<file path="config.mk">
export PLATFORM = sky130hd
export DESIGN_NAME = nvram_settings_readback_responder
export DESIGN_NICKNAME = d
export VERILOG_FILES = /design/src/design/nvram_query_pkg.sv /design/src/design/nvram_settings_readback_responder.sv /design/src/design/resp_byte_mux.sv
export SDC_FILE = /design/constraint.sdc
export NUM_CORES = 1
export LEC_CHECK = 0
export ABC_AREA = 1
export ABC_CLOCK_PERIOD_IN_PS = 2160
export BUFFER_PORTS_ARGS = -buffer_cell sky130_fd_sc_hd__buf_2
export CORE_ASPECT_RATIO = 0.7
export CORE_UTILIZATION = 45
export CTS_CLUSTER_DIAMETER = 200
export DETAILED_ROUTE_END_ITERATION = 16
export PLACE_DENSITY = 0.81
export SYNTH_ARGS = -nofsm -noshare
export SYNTH_HDL_FRONTEND = slang
export SYNTH_SLANG_ARGS = --single-unit
</file>
<file path="constraint.sdc">
create_clock -name clk -period 2.16 [get_ports clk]
set_input_delay 0.432 -clock clk [delete_from_list [all_inputs] [get_ports clk]]
set_output_delay 0.432 -clock clk [all_outputs]
set_load 0.05 [all_outputs]
</file>
<file path="src/design/nvram_query_pkg.sv">
// Package: report layout and codes for the settings readback responder
package nvram_query_pkg;

    // ************************************************************
    // Report framing
    // ************************************************************
    localparam int         REPORT_BYTES = 64;
    localparam int         IDX_W        = 6;
    localparam logic [7:0] CMD_NVRAM    = 8'h61;
    localparam logic [7:0] SUB_CHIP     = 8'h20;
    localparam logic [7:0] SUB_KEY      = 8'h30;
    localparam logic [7:0] STATUS_OK    = 8'h00;
    localparam logic [7:0] FILL_BYTE    = 8'h00;

    // ************************************************************
    // Byte positions
    // ************************************************************
    localparam logic [5:0] IX_CMD       = 6'h00;
    localparam logic [5:0] IX_STATUS    = 6'h01;
    localparam logic [5:0] IX_SUB       = 6'h02;
    localparam logic [5:0] IX_ROLE7     = 6'h0b;
    localparam logic [5:0] IX_ROLE8     = 6'h0c;
    localparam logic [5:0] IX_OUT_LO    = 6'h0d;
    localparam logic [5:0] IX_OUT_HI    = 6'h0e;
    localparam logic [5:0] IX_DIR_LO    = 6'h0f;
    localparam logic [5:0] IX_DIR_HI    = 6'h10;
    localparam logic [5:0] IX_OTHER     = 6'h11;
    localparam logic [5:0] IX_PROT      = 6'h12;
    localparam logic [5:0] IX_VID_LO    = 6'h0c;
    localparam logic [5:0] IX_VID_HI    = 6'h0d;
    localparam logic [5:0] IX_PID_LO    = 6'h0e;
    localparam logic [5:0] IX_PID_HI    = 6'h0f;
    localparam logic [5:0] IX_POWER     = 6'h1d;
    localparam logic [5:0] IX_CURRENT   = 6'h1e;
    localparam logic [5:0] IX_LAST      = 6'h3f;

    // ************************************************************
    // Field codes
    // ************************************************************
    localparam logic [7:0] ROLE_GPIO    = 8'h00;
    localparam logic [7:0] ROLE_CS      = 8'h01;
    localparam logic [7:0] ROLE_DED     = 8'h02;
    localparam logic [7:0] PROT_NONE    = 8'h00;
    localparam logic [7:0] PROT_PASS    = 8'h40;
    localparam logic [7:0] PROT_LOCK    = 8'h80;
    localparam logic [2:0] CNT_NONE     = 3'h0;
    localparam logic [2:0] CNT_HIGH     = 3'h4;
    localparam int         WAKE_BIT     = 4;
    localparam int         RELEASE_BIT  = 0;
    localparam int         CNT_LO       = 1;
    localparam int         CNT_HI       = 3;
    localparam logic [7:0] POWER_MASK   = 8'he0;

    // Stored power-up chip settings
    typedef struct packed {
        logic [7:0] role_seven;
        logic [7:0] role_eight;
        logic [8:0] out_level;
        logic [8:0] direction;
        logic       wake_en;
        logic [2:0] count_mode;
        logic       keep_bus;
        logic [7:0] protect;
    } chip_cfg_s;

    // Stored USB key parameters
    typedef struct packed {
        logic [15:0] vid;
        logic [15:0] pid;
        logic [7:0]  power;
        logic [7:0]  current;
    } key_cfg_s;

    // One report byte on a stream
    typedef struct packed {
        logic [7:0] data;
        logic       last;
    } rpt_byte_s;

endpackage

</file>
<file path="src/design/nvram_settings_readback_responder.sv">
// Responder for the two stored-settings queries, byte-stream reports
`timescale 1ns/10ps
module nvram_settings_readback_responder
    import nvram_query_pkg::*;
(
    // Clock and reset
    input  wire logic       clk,
    input  wire logic       rstn,
    input  wire logic       ce,
    // Query stream from host
    input  wire logic       rx_valid,
    input  wire rpt_byte_s  rx,
    output logic            rx_ready,
    // Stored settings
    input  wire chip_cfg_s  chip,
    input  wire key_cfg_s   key,
    // Answer stream to host
    output logic            tx_valid,
    output rpt_byte_s       tx,
    input  wire logic       tx_ready,
    // Status
    output logic            query_bad
);

    typedef enum logic [1:0] {S_RECV, S_SEND} state_e;
    typedef enum logic [1:0] {K_NONE, K_CHIP, K_KEY} kind_e;

    state_e            state_q;
    kind_e             kind_q;
    logic [IDX_W-1:0]  ridx_q;
    logic [IDX_W-1:0]  tidx_q;
    logic [7:0]        next_byte;
    logic              rx_take;
    logic              tx_take;
    logic              send_last;
    logic              tx_load;
    logic [IDX_W-1:0]  sent_q;

    assign rx_take   = ce && rx_valid && rx_ready;
    assign tx_take   = ce && tx_valid && tx_ready;
    assign send_last = tidx_q == IX_LAST;
    // Load while answering until the last byte is on the stream
    assign tx_load   = state_q == S_SEND &&
                       (!tx_valid || (tx_ready && !tx.last));

    // ************************************************************
    // Query classification
    // ************************************************************
    function automatic kind_e classify(input kind_e k,
                                       input logic [IDX_W-1:0] i,
                                       input logic [7:0] d);
        kind_e r;
        r = k;
        if (i == IX_CMD) begin
            r = (d == CMD_NVRAM) ? K_CHIP : K_NONE;
        end else if (i == IX_STATUS) begin
            if (k != K_NONE) begin
                r = (d == SUB_CHIP) ? K_CHIP :
                    (d == SUB_KEY)  ? K_KEY  : K_NONE;
            end
        end else if (d != FILL_BYTE) begin
            r = K_NONE;
        end
        return r;
    endfunction

    // ************************************************************
    // Receive side
    // ************************************************************
    always_ff @(posedge clk) begin
        if (!rstn) begin
            ridx_q <= '0;
            kind_q <= K_NONE;
        end else if (rx_take) begin
            kind_q <= classify(kind_q, ridx_q, rx.data);
            ridx_q <= rx.last ? '0 : ridx_q + 1'b1;
        end
    end

    always_ff @(posedge clk) begin
        if (!rstn) begin
            state_q   <= S_RECV;
            rx_ready  <= 1'b1;
            query_bad <= 1'b0;
        end else if (ce) begin
            unique case (state_q)
                S_RECV: begin
                    if (rx_take && rx.last) begin
                        if (ridx_q == IX_LAST &&
                            classify(kind_q, ridx_q, rx.data) != K_NONE) begin
                            state_q  <= S_SEND;
                            rx_ready <= 1'b0;
                        end else begin
                            query_bad <= 1'b1;
                        end
                    end else if (rx_take) begin
                        query_bad <= 1'b0;
                    end
                end
                S_SEND: begin
                    if (tx_take && tx.last) begin
                        state_q  <= S_RECV;
                        rx_ready <= 1'b1;
                    end
                end
            endcase
        end
    end

    // ************************************************************
    // Answer side
    // ************************************************************
    resp_byte_mux u_mux (
        .is_key (kind_q == K_KEY),
        .idx    (tidx_q),
        .chip   (chip),
        .key    (key),
        .byte_o (next_byte)
    );

    always_ff @(posedge clk) begin
        if (!rstn) begin
            tidx_q   <= '0;
            tx_valid <= 1'b0;
            tx       <= '0;
        end else if (ce) begin
            if (tx_load) begin
                tx_valid  <= 1'b1;
                tx.data   <= next_byte;
                tx.last   <= send_last;
                tidx_q    <= send_last ? '0 : tidx_q + 1'b1;
            end else if (tx_take) begin
                tx_valid <= 1'b0;
            end
        end
    end

    // ************************************************************
    // Checks
    // ************************************************************
    // Count of answer bytes taken, for the checks only
    always_ff @(posedge clk) begin
        if (!rstn) begin
            sent_q <= '0;
        end else if (tx_take) begin
            sent_q <= tx.last ? '0 : sent_q + 1'b1;
        end
    end

    a_head_cmd: assert property (@(posedge clk) disable iff (!rstn)
        $rose(tx_valid) |-> tx.data == CMD_NVRAM && !tx.last)
        else $error("answer does not start with command echo");

    a_status_ok: assert property (@(posedge clk) disable iff (!rstn)
        tx_take && sent_q == IX_STATUS |-> tx.data == STATUS_OK)
        else $error("status byte not zero");

    a_sub_echo: assert property (@(posedge clk) disable iff (!rstn)
        tx_take && sent_q == IX_SUB && kind_q == K_KEY |-> tx.data == SUB_KEY)
        else $error("key sub-command not echoed");

    a_last_place: assert property (@(posedge clk) disable iff (!rstn)
        tx_take |-> tx.last == (sent_q == IX_LAST))
        else $error("last flag not on byte 63");

    a_last_idx: assert property (@(posedge clk) disable iff (!rstn)
        tx_take && tx.last |=> state_q == S_RECV)
        else $error("answer did not end after last byte");

    a_no_rx_send: assert property (@(posedge clk) disable iff (!rstn)
        state_q == S_SEND |-> !rx_ready)
        else $error("query taken while answering");

    a_hold_data: assert property (@(posedge clk) disable iff (!rstn)
        tx_valid && !tx_ready && ce |=> tx_valid && $stable(tx))
        else $error("answer byte changed under stall");

    a_bad_query: assert property (@(posedge clk) disable iff (!rstn)
        rx_take && rx.last && ridx_q != IX_LAST |=> query_bad)
        else $error("short query not flagged");

    a_key_zero: assert property (@(posedge clk) disable iff (!rstn)
        kind_q == K_KEY && tidx_q > IX_CURRENT |-> next_byte == FILL_BYTE)
        else $error("key answer filler not zero");

    a_opt_bits: assert property (@(posedge clk) disable iff (!rstn)
        kind_q == K_CHIP && tidx_q == IX_OTHER |-> next_byte[7:5] == 3'h0)
        else $error("unused option bits set");

    a_power_low: assert property (@(posedge clk) disable iff (!rstn)
        kind_q == K_KEY && tidx_q == IX_POWER |-> next_byte[4:0] == 5'h00)
        else $error("power low bits set");

    c_chip_ans: cover property (@(posedge clk) disable iff (!rstn)
        tx_take && tx.last && kind_q == K_CHIP);
    c_key_ans: cover property (@(posedge clk) disable iff (!rstn)
        tx_take && tx.last && kind_q == K_KEY);
    c_bad: cover property (@(posedge clk) disable iff (!rstn)
        $rose(query_bad));
    c_stall: cover property (@(posedge clk) disable iff (!rstn)
        tx_valid && !tx_ready && ce);

endmodule

</file>
<file path="src/design/resp_byte_mux.sv">
// Byte selector: one response byte from stored settings by index
`timescale 1ns/10ps
module resp_byte_mux
    import nvram_query_pkg::*;
(
    // Selection
    input  wire logic             is_key,
    input  wire logic [IDX_W-1:0] idx,
    // Stored settings
    input  wire chip_cfg_s        chip,
    input  wire key_cfg_s         key,
    // Result
    output logic [7:0]            byte_o
);

    logic [7:0] other;

    // Other chip settings byte, meaningless bits zero
    always_comb begin
        other              = FILL_BYTE;
        other[WAKE_BIT]    = chip.wake_en;
        other[CNT_HI:CNT_LO] = chip.count_mode;
        other[RELEASE_BIT] = chip.keep_bus;
    end

    always_comb begin
        byte_o = FILL_BYTE;
        if (idx == IX_CMD) begin
            byte_o = CMD_NVRAM;
        end else if (idx == IX_STATUS) begin
            byte_o = STATUS_OK;
        end else if (idx == IX_SUB) begin
            byte_o = is_key ? SUB_KEY : SUB_CHIP;
        end else if (is_key) begin
            unique case (idx)
                IX_VID_LO:  byte_o = key.vid[7:0];
                IX_VID_HI:  byte_o = key.vid[15:8];
                IX_PID_LO:  byte_o = key.pid[7:0];
                IX_PID_HI:  byte_o = key.pid[15:8];
                IX_POWER:   byte_o = key.power & POWER_MASK;
                IX_CURRENT: byte_o = key.current;
                default:    byte_o = FILL_BYTE;
            endcase
        end else begin
            unique case (idx)
                IX_ROLE7:  byte_o = chip.role_seven;
                IX_ROLE8:  byte_o = chip.role_eight;
                IX_OUT_LO: byte_o = chip.out_level[7:0];
                IX_OUT_HI: byte_o = {7'h00, chip.out_level[8]};
                IX_DIR_LO: byte_o = chip.direction[7:0];
                IX_DIR_HI: byte_o = {7'h00, chip.direction[8]};
                IX_OTHER:  byte_o = other;
                IX_PROT:   byte_o = chip.protect;
                default:   byte_o = FILL_BYTE;
            endcase
        end
    end

endmodule

</file>
==> out/results.txt, run 1 <==
Outcome - complete, no violations
Synth top cells by count - nand2_1 (126), inv_1 (39), nand3_1 (38), nor2_1 (34), a21oi_1 (30)
Top cells by area, synth - dfxtp_1 (24%), nand2_1 (21%), nand3_1 (8.6%), a21oi_1 (6.8%), inv_1 (6.6%)
Layout Area Growth over Synthesis - 31.1%
Later-pin clock latency in the skew report - 0.27 ns
Clk root buf - clkbuf_8
Antenna violations before repair - 0
Initial DRC count - 190
Fin nets - 612
Peak fanout along the critical path - 8
GRT Util Overall - 0.262
Remaining global-route overflow - 0
Layout Utilization - 0.643
Yosys top cell area share - 0.243
Clock buffer depth - 2
Post-route setup TNS - 0 ns
Critical path class - reg -> reg
Maximum capacitance violations - 0
Power per cell area - 328 nW/µm²
WL final - 6.62 mm
Setup Buffers After CTS - 0
Num ports - 121
Syn. warnings - 0
Mapped Area - 2220 µm²
Final setup viols - 0
Yosys cell types - 33
Sink Count - 27
RSZ-0062 raised after global routing - no
Width of the die - 86.0 µm
Fillers - 473
Post-Syn Nets - 495
Rel. slew slack - 0.739
Final min period - 1.83 ns
DR WL/cell - 11.8 µm
Via count - 2833
RePlAce Congestion - 0.878
Number of antenna cells inserted - 0
Worst-path clk slew - 0.09 ns
Hold_buf cts - 0
Most used DFF post-synth - dfxtp_1
Pleak - 0.00153 µW
Die H - 60.8 µm
Worst Skew - 0.00200 ns
Largest net degree at the start of global routing - 17
Initial Util - 0.491
Final worst-path cycle share - 0.848
Vias in the first global route - 2567
Async SR Flop Fraction - 0
Mean Syn Cell Area - 5.86 µm²
Worst VDD drop - 0.438 mV
Die Area - 5230 µm²
Cell count after synthesis - 379
Core ar. - 4530 µm²
Vias/cell - 5.05
Endpoints failing hold - 0
Biggest area consumer among synthesized cells - dfxtp_1
Area occupied by multi-input gates - 1460 µm²
Post-cts sizing count - 0
Core Rows - 20
Peak Freq - 546 MHz
Detailed Routing Iterations Pass 1 - 5
CTS tree - yes
Crit path capture type - flop
Crit start category - flop
Count leader, synth - nand2_1
CP Data Required Time - 2.36 ns
First-pass GRT wire length - 10.9 mm
Sequential share of the synthesized area - 0.243
Final Hold Slack - 0.436 ns
Tightest Hold Check Type - in -> reg
Layout cells sized above 1 - 0.285
H-tree depth - 1
PortBufs - 115
Yosys reg bits - 27
Total CTS buffers - 3
Post-synth EDFFs - 0
Final slew viol count - 0
Register Area - 541 µm²
Residual DRC - 0
Slew @ Worst Pin - 0.390 ns
HPWL after DPL - 5.52 mm
Crit path DAT - 2.04 ns
ANT nets after route - 0
==> power breakdown <==
group / internal [µW] / total [µW] / switching (µW) / leakage (µW)
registers: 503 / 509 / 5.83 / 0.000218
clock network: 131 / 281 / 150 / 0.0000217
logic: 88.0 / 166 / 78.2 / 0.00129
==> sequential cells by signal, summed over array words and instances, names as in the netlist <==
signal / count
query_bad: 1
tx: 9
state_q: 1
tx_valid: 1
kind_q: 2
ridx_q: 6
rx_ready: 1
tidx_q: 6
==> final cells by class <==
type | instances | share of cell area
inverter | 44 | 0.0584
sequential | 27 | 0.186
multi-input combinational | 300 | 0.500
clock buffer | 3 | 0.0142
tap | 66 | 0.0284
timing repair buffer | 120 | 0.210
clock inverter | 1 | 0.00258
==> cell usage in the layout, fill, tap and decap left out, drive strengths merged <==
cell / count
nand2: 130
buf: 120
inv: 43
nand3: 40
nor2: 38
a21oi: 30
dfxtp: 27
o21ai: 24
nor3: 12
nand4: 8
ha: 7
clkbuf: 3
o211ai: 2
nor4: 2
clkinv: 1
a31oi: 1
a221oi: 1
o41ai: 1
xor2: 1
nand3b: 1
xnor2: 1
a211oi: 1
clkinvlp: 1
==> final timing paths <==
path / start / end / slack, ns / cells past startpoint
worst max-delay path: tidx_q[0]$_SDFFE_PN0P_ / tx[5]$_SDFFE_PN0P_ / 0.33 / 12
worst min-delay path: rx[0] / query_bad$_SDFFE_PN0P_ / 0.44 / 3
worst max register to register: tidx_q[0]$_SDFFE_PN0P_ / tx[5]$_SDFFE_PN0P_ / 0.33 / 12
worst min register to register: rx_ready$_SDFFE_PN1P_ / rx_ready$_SDFFE_PN1P_ / 0.46 / 2
==> cell families (layout without fill, tap and decap cells) <==
| family | after synthesis | after routing | share of synthesized area |
|---|---|---|---|
| buffers and inverters | 52 | 168 | 0.101 |
| flip-flops | 27 | 27 | 0.243 |
| AO/OA/AOI/OAI | 60 | 60 | 0.142 |
| XOR/XNOR | 2 | 2 | 0.00788 |
| AND/OR/NAND/NOR | 231 | 231 | 0.466 |
| adder cells (fa/ha/maj) | 7 | 7 | 0.0394 |
==> metrics by stage <==
stage | setup WS (ns) | std cells | power (µW) | area [µm²]
final | 0.328 | 561 | 957 | 2910
after global routing | 0.170 | 561 | 1010 | 2910
after CTS | 0.317 | 561 | 968 | 2910
after detailed placement | 0.333 | 557 | 685 | 2860
after global placement | 0.393 | 557 | 682 | 2860
after floorplan | 0.428 | 379 | 575 | 2220
==> layer usage <==
layer | vias up | GRT usage | share of wire
li1 | 1474 | - | -
met1 | 1245 | 0.329 | 0.45
met2 | 110 | 0.478 | 0.46
met3 | 4 | 0.0599 | 0.086
met4 | 0 | 0.0333 | 0.0042
met5 | - | 0 | 0
==> critical path, stage by stage (launching register included) <==
cell	delay, ns
dfxtp_1	0.35
inv_1	0.12
ha_1	0.23
inv_1	0.12
nor3_4	0.39
nand2_1	0.09
nand2_1	0.07
nor2_1	0.05
nand3_1	0.07
nand2_1	0.05
nand2_1	0.06
nand2_1	0.05
a21oi_1	0.11
(Power assumes the default switching activity.)
==> run 2, diff against run 1 <==
--- a/config.mk
+++ b/config.mk
@@ -5,14 +5,14 @@
 export SDC_FILE = /design/constraint.sdc
 export NUM_CORES = 1
 export LEC_CHECK = 0
-export ABC_AREA = 1
-export ABC_CLOCK_PERIOD_IN_PS = 2160
+export ABC_AREA = 0
+export ABC_CLOCK_PERIOD_IN_PS = 1600
 export BUFFER_PORTS_ARGS = -buffer_cell sky130_fd_sc_hd__buf_2
 export CORE_ASPECT_RATIO = 0.7
-export CORE_UTILIZATION = 45
+export CORE_UTILIZATION = 40
 export CTS_CLUSTER_DIAMETER = 200
 export DETAILED_ROUTE_END_ITERATION = 16
-export PLACE_DENSITY = 0.81
+export PLACE_DENSITY = 0.76
 export SYNTH_ARGS = -nofsm -noshare
 export SYNTH_HDL_FRONTEND = slang
 export SYNTH_SLANG_ARGS = --single-unit
==> constraint.sdc (replaced) <==
create_clock -name clk -period 1.6 [get_ports clk]
set_input_delay 0.32 -clock clk [delete_from_list [all_inputs] [get_ports clk]]
set_output_delay 0.32 -clock clk [all_outputs]
set_load 0.05 [all_outputs]
==> out/results.txt, run 2 <==
Outcome - complete, but fails checks (was complete, no violations)
Failing checks - setup timing
Count leader, synth - nor2_1 (was nand2_1)
Die H - 63.4 µm (was 60.8 µm)
Crit path capture type - flop (unchanged)
Clock Power Share - 0.326 (was 0.294)
Pleak - 0.00155 µW (was 0.00153 µW)
Final setup viols - 11 (was 0)
Via count - 3096 (was 2833)
Placed Cells - 497 (was 557)
H-tree depth - 1 (unchanged)
Core Rows - 21 (was 20)
Combinational share of power - 0.178 (was 0.174)
Vias/cell - 6.02 (was 5.05)
Largest regs - tx: 9 flops, ridx_q: 6 flops, tidx_q: 6 flops (unchanged)
Hold path cells - 3 (unchanged)
Sink Count - 27 (unchanged)
Syn. warnings - 0 (unchanged)
Crit path DAT - 2.13 ns (was 2.04 ns)
Layout Utilization - 0.732 (was 0.643)
Peak fanout along the critical path - 3 (was 8)
Yosys reg bits - 27 (unchanged)
Most used DFF post-synth - dfxtp_1 (unchanged)
Worst reg2reg setup slack - -0.29 ns (was 0.33 ns)
Cell count after synthesis - 284 (was 379)
Residual DRC - 0 (unchanged)
Layout Area Growth over Synthesis - 68.6% (was 31.1%)
Worst Hold End - tx[3]$_SDFFE_PN0P_ (was query_bad$_SDFFE_PN0P_)
WL final - 9.09 mm (was 6.62 mm)
Final min period - 1.89 ns (was 1.83 ns)
Worst-path clk slew - 0.11 ns (was 0.09 ns)
HPWL after DPL - 6.25 mm (was 5.52 mm)
Initial DRC count - 315 (was 190)
GRT Util Overall - 0.295 (was 0.262)
Fin nets - 562 (was 612)
Sequential share of the synthesized area - 0.251 (was 0.243)
Maximum capacitance violations - 0 (unchanged)
Power per cell area - 374 nW/µm² (was 328 nW/µm²)
Async SR Flop Fraction - 0 (unchanged)
Hold Crit Start - chip[41] (was rx[0])
Worst Skew - 0.00792 ns (was 0.00200 ns)
ANT nets after route - 0 (unchanged)
Clk root buf - clkbuf_8 (unchanged)
Pre-CTS setup slack - -0.399 ns (was 0.333 ns)
Reg2reg end - state_q[0]$_SDFFE_PN0P_ (was tx[5]$_SDFFE_PN0P_)
Later-pin clock latency in the skew report - 0.29 ns (was 0.27 ns)
Non-Filler Instances - 514 (was 561)
Number of antenna cells inserted - 0 (unchanged)
Max reg flops - 9 (unchanged)
Total CTS buffers - 3 (unchanged)
Endpoints failing hold - 0 (unchanged)
Fillers - 360 (was 473)
NetSw - 372 µW (was 235 µW)
Post-Syn Nets - 400 (was 495)
First-pass GRT wire length - 13.5 mm (was 10.9 mm)
Core ar. - 4970 µm² (was 4530 µm²)
Antenna violations before repair - 0 (unchanged)
Worst VDD drop - 0.329 mV (was 0.438 mV)
Yosys top cell area share - 0.251 (was 0.243)
Slew @ Worst Pin - 0.344 ns (was 0.390 ns)
Die Area - 5690 µm² (was 5230 µm²)
Layout cells sized above 1 - 0.535 (was 0.285)
Rel. slew slack - 0.769 (was 0.739)
RePlAce Congestion - 0.915 (was 0.878)
P_int - 987 µW (was 722 µW)
Post-synth EDFFs - 0 (unchanged)
Register with the most flip-flops - tx (unchanged)
Final worst-path cycle share - 1.18 (was 0.848)
Hold_buf cts - 0 (unchanged)
Mapped Area - 2160 µm² (was 2220 µm²)
Top cells by area, synth - dfxtp_1 (25%), a22oi_1 (5.6%), a21oi_1 (5.3%), nor2_1 (4.9%), ha_1 (4.1%) (was dfxtp_1 (24%), nand2_1 (21%), nand3_1 (8.6%), a21oi_1 (6.8%), inv_1 (6.6%))
Clock buffer depth - 2 (unchanged)
Initial Util - 0.434 (was 0.491)
Synth top cells by count - nor2_1 (28), dfxtp_1 (27), a21oi_1 (23), nand2_1 (21), clkbuf_1 (17) (was nand2_1 (126), inv_1 (39), nand3_1 (38), nor2_1 (34), a21oi_1 (30))
Crit start category - flop (unchanged)
Num ports - 121 (unchanged)
Detailed Routing Iterations Pass 1 - 8 (was 5)
Most frequent cells in the layout - buf_2 (115), buf_4 (52), nor2_1 (28), a21oi_1 (21), nand2_1 (20) (was nand2_1 (126), buf_2 (115), inv_1 (39), nand3_1 (38), nor2_1 (34))
Worst Setup SP - ridx_q[5]$_SDFFE_PN0P_ (was tidx_q[0]$_SDFFE_PN0P_)
Yosys cell types - 57 (was 33)
PortBufs - 115 (unchanged)
Mean Syn Cell Area - 7.59 µm² (was 5.86 µm²)
Final slew viol count - 0 (unchanged)
Commonest non-fill, non-tap cell in the layout - buf_2 (was nand2_1)
Critical path class - reg -> reg (unchanged)
Post-route setup TNS - -1.81 ns (was 0 ns)
CTS tree - yes (unchanged)
Largest net degree at the start of global routing - 26 (was 17)
CP Data Required Time - 1.84 ns (was 2.36 ns)
Vias in the first global route - 2807 (was 2567)
Remaining global-route overflow - 0 (unchanged)
Peak Freq - 529 MHz (was 546 MHz)
Width of the die - 89.7 µm (was 86.0 µm)
Final WS setup - -0.291 ns (was 0.328 ns)
Tightest Hold Check Type - in -> reg (unchanged)
DR WL/cell - 17.7 µm (was 11.8 µm)
Sequential Power Share - 0.496 (was 0.532)
Switching part of the total power - 0.274 (was 0.245)
Biggest area consumer among synthesized cells - dfxtp_1 (unchanged)
RSZ-0062 raised after global routing - yes (was no)
R2r startpoint - ridx_q[5]$_SDFFE_PN0P_ (was tidx_q[0]$_SDFFE_PN0P_)
Worst R2R Path Depth - 5 (was 12)
-- run 2: cell count changes after synthesis, sizes merged, moves of 10 or more --
| cell | change |
|---|---|
| a22oi | +16 |
| and3 | +10 |
| clkbuf | +13 |
| inv | -37 |
| nand2 | -109 |
| nand3 | -26 |
| nor2 | -10 |
| nor3 | -10 |
| o21ai | -10 |
-- run 2: power groups by stage --
stage          clock network, µW  logic, µW  registers (µW)
2_1_floorplan                  0       51.3             700
3_3_place_gp                   0        214             693
3_5_place_dp                   0        216             693
4_1_cts                      443        225             676
5_1_grt                      474        262             675
6_report                     443        242             674
-- run 2: final cells by class --
class	count	area, µm²	area share
sequential	27	566	0.156
clock inverter	1	8.76	0.00241
timing repair buffer	180	1170	0.321
clock buffer	3	41.3	0.0114
tap	69	86.3	0.0238
multi-input combinational	227	1740	0.477
inverter	7	31.3	0.00861
-- run 2: logic make-up after synthesis --
logic type	after synthesis	synth area share
AND/OR/NAND/NOR	106	0.273
AO/OA/AOI/OAI	105	0.344
buffers and inverters	30	0.0551
flip-flops	27	0.251
XOR/XNOR	9	0.0366
adder cells (fa/ha/maj)	7	0.0406
-- run 2: stage by stage --
stage               power, µW  hold WS (ns)  area, µm²
finish                   1360         0.332       3630
detailed placement        909         0.462       3150
CTS                      1340         0.323       3340
floorplan                 751         0.421       2250
global route             1410         0.341       3630
global placement          907         0.448       3150
-- run 2: worst max-delay path, stage by stage (launching register included) --
cell	delay [ns]
dfxtp_2	0.36
nor4_4	0.39
nand3_2	0.14
a2111o_1	0.48
or3_4	0.35
a21oi_2	0.13
-- run 2: per-layer routing --
metal	wire length, µm	GRT usage	part of all wire
met3	943	0.0580	0.10
met5	0	0	0
met4	256	0.0779	0.028
met1	3930	0.422	0.43
met2	3960	0.448	0.44
-- run 2: what timing repair did --
item,in CTS,in global routing
resized for setup,30,35
buffers inserted,3,7
endpoints found under the setup margin,11,15
pin swaps,7,26
gates cloned,0,3
-- run 2: how the worst max path moves through the flow --
stage                                          to  cells past startpoint
after floorplan           state_q[0]$_SDFFE_PN0P_                      5
after global placement         tx[1]$_SDFFE_PN0P_                      8
after detailed placement       tx[4]$_SDFFE_PN0P_                      7
after CTS                 state_q[0]$_SDFFE_PN0P_                      6
after global routing      state_q[0]$_SDFFE_PN0P_                      5
final                     state_q[0]$_SDFFE_PN0P_                      5
